--- src/lsag_defs.vh ---
// constants for the load/store address generator
`ifndef LSAG_DEFS_VH
`define LSAG_DEFS_VH

// ***********************************************************************
// addressing modes
// ***********************************************************************
`define LSAG_MODE_ABS 3'h0
`define LSAG_MODE_BSO 3'h1
`define LSAG_MODE_BLO 3'h2
`define LSAG_MODE_PRE 3'h3
`define LSAG_MODE_POST 3'h4
`define LSAG_MODE_CIRC 3'h5
`define LSAG_MODE_BREV 3'h6

// ***********************************************************************
// access sizes
// ***********************************************************************
`define LSAG_SIZE_BIT 3'h0
`define LSAG_SIZE_BYTE 3'h1
`define LSAG_SIZE_HALF 3'h2
`define LSAG_SIZE_WORD 3'h3
`define LSAG_SIZE_DWORD 3'h4

// ***********************************************************************
// address field layout
// ***********************************************************************
`define LSAG_SEG_HI 31
`define LSAG_SEG_LO 28
`define LSAG_ABS_LOW_W 14

// ***********************************************************************
// register map
// ***********************************************************************
`define LSAG_REG_CTRL 8'h00
`define LSAG_REG_STATUS 8'h04
`define LSAG_REG_MASK 8'h08
`define LSAG_REG_COUNT 8'h0C
`define LSAG_REG_LAST_EA 8'h10

// ***********************************************************************
// field positions and reset values
// ***********************************************************************
`define LSAG_CTRL_EN 0
`define LSAG_ST_ALIGN 0
`define LSAG_ST_SEG 1
`define LSAG_ST_WRAP 2
`define LSAG_CTRL_RST 1'h1
`define LSAG_MASK_RST 3'h0

`endif

--- src/lsag_top.v ---
// load/store effective address generator with register port and interrupt

`include "lsag_defs.vh"

// Contract
// - seven modes; absolute, single register, register pair
// - access sizes bit, byte, half, word, dword
// - absolute: top four bits to 31..28
// - base plus sign-extended offset, no write-back
// - pre-increment: sum is address and write-back
// - post-increment: old register address, write sum
// - circular: even base, odd length and index
// - circular address is base plus index
// - circular index wraps by adding or subtracting length
// - circular access past end continues at base
// - circular base or length misaligned traps
// - bit-reverse: even base, odd modifier and index
// - bit-reverse address is base plus index
// - index becomes rev(rev(I) plus rev(M))
// - displacement crossing segment boundary traps, except in post-increment
// - bytes assembled little-endian, also across wrap
module lsag_top (
	input wire sys_clk,
	input wire rstn,
	input wire req_valid,
	input wire [2:0] req_mode,
	input wire [2:0] req_size,
	input wire [17:0] req_imm,
	input wire [31:0] areg_even,
	input wire [31:0] areg_odd,
	output reg ans_valid,
	output reg [31:0] ans_addr,
	output reg ans_split,
	output reg [31:0] ans_wrap_addr,
	output reg [3:0] ans_first_bytes,
	output reg ans_wb_en,
	output reg ans_wb_odd,
	output reg [31:0] ans_wb_data,
	output reg ans_trap_align,
	output reg ans_trap_seg,
	input wire [7:0] bus_addr,
	input wire [31:0] bus_wdata,
	input wire bus_wr,
	input wire bus_rd,
	output reg [31:0] bus_rdata,
	output reg irq
);

	// ***********************************************************************
	// helper functions
	// ***********************************************************************
	function [31:0] sext10;
		input [9:0] v;
		begin
			sext10 = {{22{v[9]}}, v};
		end
	endfunction

	function [15:0] rev16;
		input [15:0] v;
		integer n;
		begin
			for (n = 0; n < 16; n = n + 1) begin
				rev16[n] = v[15 - n];
			end
		end
	endfunction

	// bit accesses occupy one byte for alignment and wrap purposes
	function [3:0] size_bytes;
		input [2:0] sz;
		begin
			case (sz)
				`LSAG_SIZE_BIT: size_bytes = 4'h1;
				`LSAG_SIZE_BYTE: size_bytes = 4'h1;
				`LSAG_SIZE_HALF: size_bytes = 4'h2;
				`LSAG_SIZE_WORD: size_bytes = 4'h4;
				`LSAG_SIZE_DWORD: size_bytes = 4'h8;
				default: size_bytes = 4'h1;
			endcase
		end
	endfunction

	// low bits that must be zero for an aligned value of this size
	function [2:0] size_mask;
		input [2:0] sz;
		begin
			case (sz)
				`LSAG_SIZE_HALF: size_mask = 3'h1;
				`LSAG_SIZE_WORD: size_mask = 3'h3;
				`LSAG_SIZE_DWORD: size_mask = 3'h7;
				default: size_mask = 3'h0;
			endcase
		end
	endfunction

	function seg_cross;
		input [31:0] base;
		input [31:0] sum;
		begin
			seg_cross = base[`LSAG_SEG_HI:`LSAG_SEG_LO] != sum[`LSAG_SEG_HI:`LSAG_SEG_LO];
		end
	endfunction

	// ***********************************************************************
	// register state
	// ***********************************************************************
	reg ctrl_en_r;
	reg [2:0] status_r;
	reg [2:0] status_nxt;
	reg [2:0] mask_r;
	reg [31:0] count_r;
	reg [31:0] last_ea_r;

	// ***********************************************************************
	// operand fields
	// ***********************************************************************
	wire [3:0] nbytes;
	wire [2:0] amask;
	wire [31:0] off10;
	wire [31:0] off16;
	wire [15:0] buf_len;
	wire [15:0] idx;
	wire [15:0] brev_mod;
	wire [31:0] sum10;
	wire [31:0] sum16;
	wire [31:0] base_idx;

	assign nbytes = size_bytes(req_size);
	assign amask = size_mask(req_size);
	assign off10 = sext10(req_imm[9:0]);
	assign off16 = {{16{req_imm[15]}}, req_imm[15:0]};
	assign buf_len = areg_odd[31:16];
	assign idx = areg_odd[15:0];
	assign brev_mod = areg_odd[31:16];
	assign sum10 = areg_even + off10;
	assign sum16 = areg_even + off16;
	assign base_idx = areg_even + {16'h0000, idx};

	// ***********************************************************************
	// circular index update
	// ***********************************************************************
	wire [17:0] circ_tmp;
	wire circ_neg;
	wire circ_ge;
	wire [17:0] circ_add;
	wire [17:0] circ_sub;
	wire [15:0] circ_idx_new;
	wire [16:0] circ_end;
	wire circ_split;
	wire [15:0] circ_room;

	// eighteen bits keep the sign of index plus offset unambiguous
	assign circ_tmp = {2'b00, idx} + {{8{req_imm[9]}}, req_imm[9:0]};
	assign circ_neg = circ_tmp[17];
	assign circ_ge = !circ_neg && (circ_tmp[16:0] >= {1'b0, buf_len});
	assign circ_add = circ_tmp + {2'b00, buf_len};
	assign circ_sub = circ_tmp - {2'b00, buf_len};
	// wrap holds only while offset magnitude stays below length
	assign circ_idx_new = circ_neg ? circ_add[15:0] :
		(circ_ge ? circ_sub[15:0] : circ_tmp[15:0]);
	assign circ_end = {1'b0, idx} + {13'h0000, nbytes};
	assign circ_split = circ_end > {1'b0, buf_len};
	assign circ_room = buf_len - idx;

	// ***********************************************************************
	// bit-reverse index update
	// ***********************************************************************
	wire [15:0] brev_sum;
	wire [15:0] brev_idx_new;

	// carry out of the reversed sum is dropped
	assign brev_sum = rev16(idx) + rev16(brev_mod);
	assign brev_idx_new = rev16(brev_sum);

	// ***********************************************************************
	// mode decode
	// ***********************************************************************
	reg [31:0] ea_nxt;
	reg split_nxt;
	reg [3:0] first_nxt;
	reg wb_nxt;
	reg wb_odd_nxt;
	reg [31:0] wb_data_nxt;
	reg t_align_nxt;
	reg t_seg_nxt;

	always @* begin
		ea_nxt = 32'h00000000;
		split_nxt = 1'b0;
		first_nxt = nbytes;
		wb_nxt = 1'b0;
		wb_odd_nxt = 1'b0;
		wb_data_nxt = 32'h00000000;
		t_align_nxt = 1'b0;
		t_seg_nxt = 1'b0;
		case (req_mode)
			`LSAG_MODE_ABS: begin
				ea_nxt = {req_imm[17:14], 14'h0000, req_imm[13:0]};
			end
			`LSAG_MODE_BSO: begin
				ea_nxt = sum10;
				t_seg_nxt = seg_cross(areg_even, sum10);
			end
			`LSAG_MODE_BLO: begin
				ea_nxt = sum16;
				t_seg_nxt = seg_cross(areg_even, sum16);
			end
			`LSAG_MODE_PRE: begin
				ea_nxt = sum10;
				wb_nxt = 1'b1;
				wb_data_nxt = sum10;
				t_seg_nxt = seg_cross(areg_even, sum10);
			end
			`LSAG_MODE_POST: begin
				ea_nxt = areg_even;
				wb_nxt = 1'b1;
				wb_data_nxt = sum10;
			end
			`LSAG_MODE_CIRC: begin
				ea_nxt = base_idx;
				wb_nxt = 1'b1;
				wb_odd_nxt = 1'b1;
				wb_data_nxt = {buf_len, circ_idx_new};
				// first part fills the low bytes, the rest from base above it
				split_nxt = circ_split;
				first_nxt = circ_split ? circ_room[3:0] : nbytes;
				t_align_nxt = ((areg_even[2:0] & amask) != 3'h0) ||
					((buf_len[2:0] & amask) != 3'h0);
				t_seg_nxt = seg_cross(areg_even, base_idx);
			end
			`LSAG_MODE_BREV: begin
				ea_nxt = base_idx;
				wb_nxt = 1'b1;
				wb_odd_nxt = 1'b1;
				wb_data_nxt = {brev_mod, brev_idx_new};
				t_seg_nxt = seg_cross(areg_even, base_idx);
			end
			default: begin
				ea_nxt = 32'h00000000;
			end
		endcase
	end

	// ***********************************************************************
	// answer stage
	// ***********************************************************************
	wire take;
	wire trap_any;

	assign take = req_valid && ctrl_en_r;
	assign trap_any = t_align_nxt || t_seg_nxt;

	always @(posedge sys_clk) begin
		if (!rstn) begin
			ans_valid <= 1'b0;
			ans_addr <= 32'h00000000;
			ans_split <= 1'b0;
			ans_wrap_addr <= 32'h00000000;
			ans_first_bytes <= 4'h0;
			ans_wb_en <= 1'b0;
			ans_wb_odd <= 1'b0;
			ans_wb_data <= 32'h00000000;
			ans_trap_align <= 1'b0;
			ans_trap_seg <= 1'b0;
		end else begin
			ans_valid <= take;
			if (take) begin
				ans_addr <= ea_nxt;
				ans_split <= split_nxt;
				ans_wrap_addr <= areg_even;
				ans_first_bytes <= first_nxt;
				// a trapped access must not disturb the address registers
				ans_wb_en <= wb_nxt && !trap_any;
				ans_wb_odd <= wb_odd_nxt;
				ans_wb_data <= wb_data_nxt;
				ans_trap_align <= t_align_nxt;
				ans_trap_seg <= t_seg_nxt;
			end else begin
				ans_wb_en <= 1'b0;
				ans_split <= 1'b0;
				ans_trap_align <= 1'b0;
				ans_trap_seg <= 1'b0;
			end
		end
	end

	// ***********************************************************************
	// register port and interrupt
	// ***********************************************************************
	wire wr_ctrl;
	wire wr_status;
	wire wr_mask;
	wire [2:0] st_set;

	assign wr_ctrl = bus_wr && (bus_addr == `LSAG_REG_CTRL);
	assign wr_status = bus_wr && (bus_addr == `LSAG_REG_STATUS);
	assign wr_mask = bus_wr && (bus_addr == `LSAG_REG_MASK);
	assign st_set = {take && split_nxt, take && t_seg_nxt, take && t_align_nxt};

	// a new event beats a same-cycle write-one clear
	always @* begin
		status_nxt = status_r;
		if (wr_status) begin
			status_nxt = status_r & ~bus_wdata[2:0];
		end
		status_nxt = status_nxt | st_set;
	end

	always @(posedge sys_clk) begin
		if (!rstn) begin
			ctrl_en_r <= `LSAG_CTRL_RST;
			status_r <= 3'h0;
			mask_r <= `LSAG_MASK_RST;
			count_r <= 32'h00000000;
			last_ea_r <= 32'h00000000;
			irq <= 1'b0;
			bus_rdata <= 32'h00000000;
		end else begin
			if (wr_ctrl) begin
				ctrl_en_r <= bus_wdata[`LSAG_CTRL_EN];
			end
			if (wr_mask) begin
				mask_r <= bus_wdata[2:0];
			end
			status_r <= status_nxt;
			irq <= |(status_nxt & mask_r);
			if (take) begin
				count_r <= count_r + 32'h00000001;
				last_ea_r <= ea_nxt;
			end
			bus_rdata <= 32'h00000000;
			if (bus_rd) begin
				case (bus_addr)
					`LSAG_REG_CTRL: bus_rdata <= {31'h00000000, ctrl_en_r};
					`LSAG_REG_STATUS: bus_rdata <= {29'h00000000, status_r};
					`LSAG_REG_MASK: bus_rdata <= {29'h00000000, mask_r};
					`LSAG_REG_COUNT: bus_rdata <= count_r;
					`LSAG_REG_LAST_EA: bus_rdata <= last_ea_r;
					default: bus_rdata <= 32'h00000000;
				endcase
			end
		end
	end

endmodule

--- config.mk ---
export PLATFORM = sky130hd
export DESIGN_NAME = lsag_top
export DESIGN_NICKNAME = d
export VERILOG_FILES = /design/src/lsag_top.v
export VERILOG_INCLUDE_DIRS = /design/src /design/src/src
export SDC_FILE = /design/constraint.sdc
export NUM_CORES = 1
export LEC_CHECK = 0
export BUFFER_PORTS_ARGS = -buffer_cell sky130_fd_sc_hd__clkbuf_2
export CAP_MARGIN = 40
export CORE_MARGIN = 3
export CORE_UTILIZATION = 40
export DETAILED_ROUTE_END_ITERATION = 12
export GPL_ROUTABILITY_DRIVEN = 0
export HOLD_SLACK_MARGIN = 0.02
export PLACE_DENSITY = 0.6
export SLEW_MARGIN = 10
export SYNTH_ARGS = -nofsm -noshare
export SYNTH_HDL_FRONTEND = slang
export SYNTH_SLANG_ARGS = --single-unit
--- constraint.sdc ---
create_clock -name sys_clk -period 7.3 [get_ports sys_clk]
set_clock_uncertainty 0.2 [all_clocks]
set_input_delay 1.46 -clock sys_clk [delete_from_list [all_inputs] [get_ports sys_clk]]
set_output_delay 1.46 -clock sys_clk [all_outputs]
set_load 0.1 [all_outputs]
==> load_flow_metrics.sql <==
INSERT INTO impl_metrics (metric_group, metric, value, unit) VALUES
('synthesis', 'yosysTopAreaCellShare', '23.1', '%'),
('clock_network', 'worst_setup_hold_path_clk_slew', '0.08', 'ns'),
('global_routing', 'first_global_vias', '15300', ''),
('die', 'core', '0.0378', 'mm²'),
('synthesis', 'synth-seq-cells', '178', ''),
('power', 'max-vdd-ir-drop', '0.110', 'mV'),
('clock_network', 'cts_repair_resize_count', '0', ''),
('worst_setup_path', 'timing.critical_path.fanout_max', '10', ''),
('power', 'cellPowerDensity', '207', 'mW/mm²'),
('min_path', 'worst_hold_path_type', 'reg -> reg', ''),
('clock_network', 'worstSkewPairLatency', '0.44', 'ns'),
('power', 'power', '3.69', 'mW'),
('die', 'chipWidth', '203', 'µm'),
('place', 'place_ws', '0.314', 'ns'),
('sta', 'timing.final.max_slew_violations', '0', ''),
('synthesis', 'synth_nets', '2317', ''),
('synthesis', 'ys.warnings.count', '0', ''),
('sta', 'postLayoutSetupSlackWorst', '0.628', 'ns'),
('synthesis', 'synth_area_per_cell', '7.65', 'µm²'),
('clock_network', 'post_cts_setup_driven_buffer_insertion_count', '0', ''),
('synthesis', 'post_synth_main_area_contributors', 'sky130_fd_sc_hd__dfxtp_1 23%, sky130_fd_sc_hd__ha_1 13%, sky130_fd_sc_hd__a21oi_1 6.9%, sky130_fd_sc_hd__nand2_1 4.9%, sky130_fd_sc_hd__nor2_1 4.7%', ''),
('detailed_routing', 'detail-route-antenna-nets', '0', ''),
('worst_setup_path', 'critical_path_arrival', '6.79', 'ns'),
('worst_setup_path', 'critical_path.cell_chain', 'clkbuf_2 > ha_1 > fa_1 > a21o_1 > a21oi_1 > o21ai_1 > a31o_2 > a21oi_1 > o21bai_1 > a21oi_1 > xnor2_1 > ha_1 > nand4_1 > o31ai_1 > o211a_1 > nor3_2 > buf_4 > nor2_1 > a221oi_1 > o221ai_1 > a21oi_1', ''),
('power', 'power_leakage', '7.65', 'nW'),
('die', 'io_pins', '272', ''),
('outcome', 'run_status', 'finished, final reports clean', ''),
('detailed_routing', 'vias_per_cell', '6.04', ''),
('global_routing', 'grt_antenna_before_repair', '1', ''),
('clock_network', 'cts_root_buffer', 'sky130_fd_sc_hd__clkbuf_16', ''),
('sta', 'maxSlewHeadroom', '33.9', '%'),
('global_routing', 'gr-total-overflow', '0', ''),
('clock_network', 'clock_tree.buffer_depth', '2', ''),
('die', 'initial_core_util', '40.8', '%'),
('clock_network', 'htree_num_levels', '4', ''),
('cells_and_area', 'fill_cells', '3888', ''),
('cells_and_area', 'antenna_cells', '0', ''),
('worst_setup_path', 'crit_path_top_delay_cell', 'sky130_fd_sc_hd__nor2_1', ''),
('cells_and_area', 'drive_above_1_share', '15.2', '%'),
('cells_and_area', 'final_core_util', '47.1', '%'),
('global_routing', 'grt_pass1_wl', '90.7', 'mm'),
('die', 'fp.dieH', '203', 'µm'),
('power', 'clock_power_share', '28.2', '%'),
('synthesis', 'netlist_area', '0.0155', 'mm²'),
('clock_network', 'tritoncts', 'yes', ''),
('sta', 'fmax', '0.150', 'GHz'),
('power', 'switching_share', '43.7', '%'),
('synthesis', 'asyncSetResetFlopFracSynth', '0', '%'),
('detailed_routing', 'drt_iter0_drc', '1680', ''),
('global_routing', 'grt_start_max_net_pins', '68', ''),
('flow_run', 'cap_viol_max_count', '0', ''),
('power', 'power_frac_seq', '28.4', '%'),
('synthesis', 'synth_area_leader_cell', 'sky130_fd_sc_hd__dfxtp_1', ''),
('sta', 'finalHoldViolCount', '0', ''),
('synthesis', 'portion_of_the_post_synthesis_area_used_by_sequential_elements', '23.1', '%'),
('sta', 'fin_crit_sh', '91.4', '%'),
('place', 'port-buffer-count', '242', ''),
('power', 'combPwrFrac', '43.4', '%'),
('power', 'internal_power', '2.08', 'mW'),
('synthesis', 'postSynthCellCount', '2021', ''),
('detailed_routing', 'wl', '60.0', 'mm'),
('worst_setup_path', 'worst_path_most_repeated_cell', 'sky130_fd_sc_hd__a21oi_1', ''),
('place', 'detailedPlacementHpwl', '47.0', 'mm'),
('sta', 'layout_min_cycle_time', '6.67', 'ns'),
('clock_network', 'numClockSinks', '178', ''),
('sta', 'totalNegativeSetupSlack', '0', 'ns'),
('synthesis', 'synth_ff_type', 'sky130_fd_sc_hd__dfxtp_1', ''),
('worst_setup_path', 'setup.worst_path.class', 'in -> reg', ''),
('detailed_routing', 'routed-via-count', '16600', ''),
('detailed_routing', 'wl_per_cell', '21.9', 'µm'),
('sta', 'timing_worst_slew_pin_value', '0.967', 'ns');
-- power groups by stage --
stage	combinational, mW	sequential [mW]	clock, mW
2_1_floorplan	0.878	1.34	0
5_1_grt	1.72	1.05	1.10
4_1_cts	1.57	1.05	1.05
3_3_place_gp	1.55	1.07	0
3_5_place_dp	1.56	1.07	0
6_report	1.60	1.05	1.04
-- path summary, 6_finish.rpt --
| kind | slack [ns] | depth (start not counted) | start | end |
|---|---|---|---|---|
| worst min register to register | 0.25 | 2 | ans_wrap_addr[18] | ans_wrap_addr[18] |
| worst max register to register | 4.16 | 11 | count_r[3] | count_r[27] |
| worst min-delay path | 0.25 | 2 | ans_wrap_addr[18] | ans_wrap_addr[18] |
| worst max-delay path | 0.63 | 21 | areg_odd[0] | ans_wb_data[13] |
-- through the flow --
| step | instance area (µm²) | hold WS [ns] | instances |
|---|---|---|---|
| 2_1_floorplan | 15500 | 0.258 | 2021 |
| 5_1_grt | 17800 | 0.279 | 2739 |
| 3_5_place_dp | 17200 | 0.246 | 2707 |
| 4_1_cts | 17800 | 0.256 | 2739 |
| 6_report | 17800 | 0.255 | 2739 |
| 3_3_place_gp | 17100 | 0.242 | 2704 |
-- final cells by class --
type | count | area (µm²) | area share [%]
tap | 511 | 639 | 3.58
multi-input combinational | 1669 | 11200 | 63.0
clock inverter | 15 | 231 | 1.30
clock buffer | 17 | 425 | 2.38
timing repair buffer | 268 | 1430 | 8.04
sequential | 178 | 3560 | 20.0
inverter | 81 | 305 | 1.71
-- cells in the mapped netlist (all sizes together) (22+ instances only) --
cell / n
a21oi: 212
a22oi: 42
nand4: 23
inv: 80
clkbuf: 80
a21o: 44
xnor2: 81
ha: 155
and2: 22
xor2: 71
dfxtp: 178
nor3: 43
nand3: 49
a211oi: 27
o22ai: 32
o21ai: 108
nand2: 203
nor2: 194
-- logic make-up (layout without fill, tap and decap cells) --
| group | count (synthesis) | after routing | synth area share [%] |
|---|---|---|---|
| fa+ha+maj | 163 | 163 | 13.6 |
| simple gates | 639 | 639 | 19.1 |
| buf+inv | 174 | 381 | 4.26 |
| xor+xnor | 152 | 152 | 8.62 |
| compound gates | 691 | 691 | 29.7 |
| flops | 178 | 178 | 23.1 |
| mux | 24 | 24 | 1.66 |
-- metal layers --
layer  global-route usage, %  share of wire (%)  vias up  wire (µm)
li1                        -                  -     7823          -
met1                    40.9                 46     7849      27300
met2                    42.8                 43      791      25600
met3                    4.33                8.9       90       5370
met4                    7.80                2.8        2       1680
met5                       0              0.012        -          7
-- state kept, by name, summed over array words and instances (netlist names), 3 cells and up --
signal and flops:
last_ea_r 32, mask_r 3, ans_first_bytes 4, count_r 32, bus_rdata 32, ans_wrap_addr 32
ans_wb_data 32, status_r 3
-- cell usage in the layout (no fill, tap or decap), types with 42 or more instances in the layout --
cell / instances
sky130_fd_sc_hd__a21o_1: 43
sky130_fd_sc_hd__a21oi_1: 212
sky130_fd_sc_hd__a22oi_1: 42
sky130_fd_sc_hd__clkbuf_2: 242
sky130_fd_sc_hd__dfxtp_1: 178
sky130_fd_sc_hd__ha_1: 155
sky130_fd_sc_hd__inv_1: 79
sky130_fd_sc_hd__nand2_1: 202
sky130_fd_sc_hd__nand3_1: 49
sky130_fd_sc_hd__nor2_1: 194
sky130_fd_sc_hd__nor3_1: 42
sky130_fd_sc_hd__o21ai_0: 104
sky130_fd_sc_hd__xnor2_1: 81
sky130_fd_sc_hd__xor2_1: 71
-- critical path: cells and delay by family --
| family | cells | cell delay [ns] |
|---|---|---|
| xor+xnor | 1 | 0.13 |
| fa+ha+maj | 3 | 1.09 |
| buf+inv | 2 | 0.33 |
| simple gates | 3 | 0.91 |
| compound gates | 12 | 2.84 |
(Power assumes the default switching activity.)
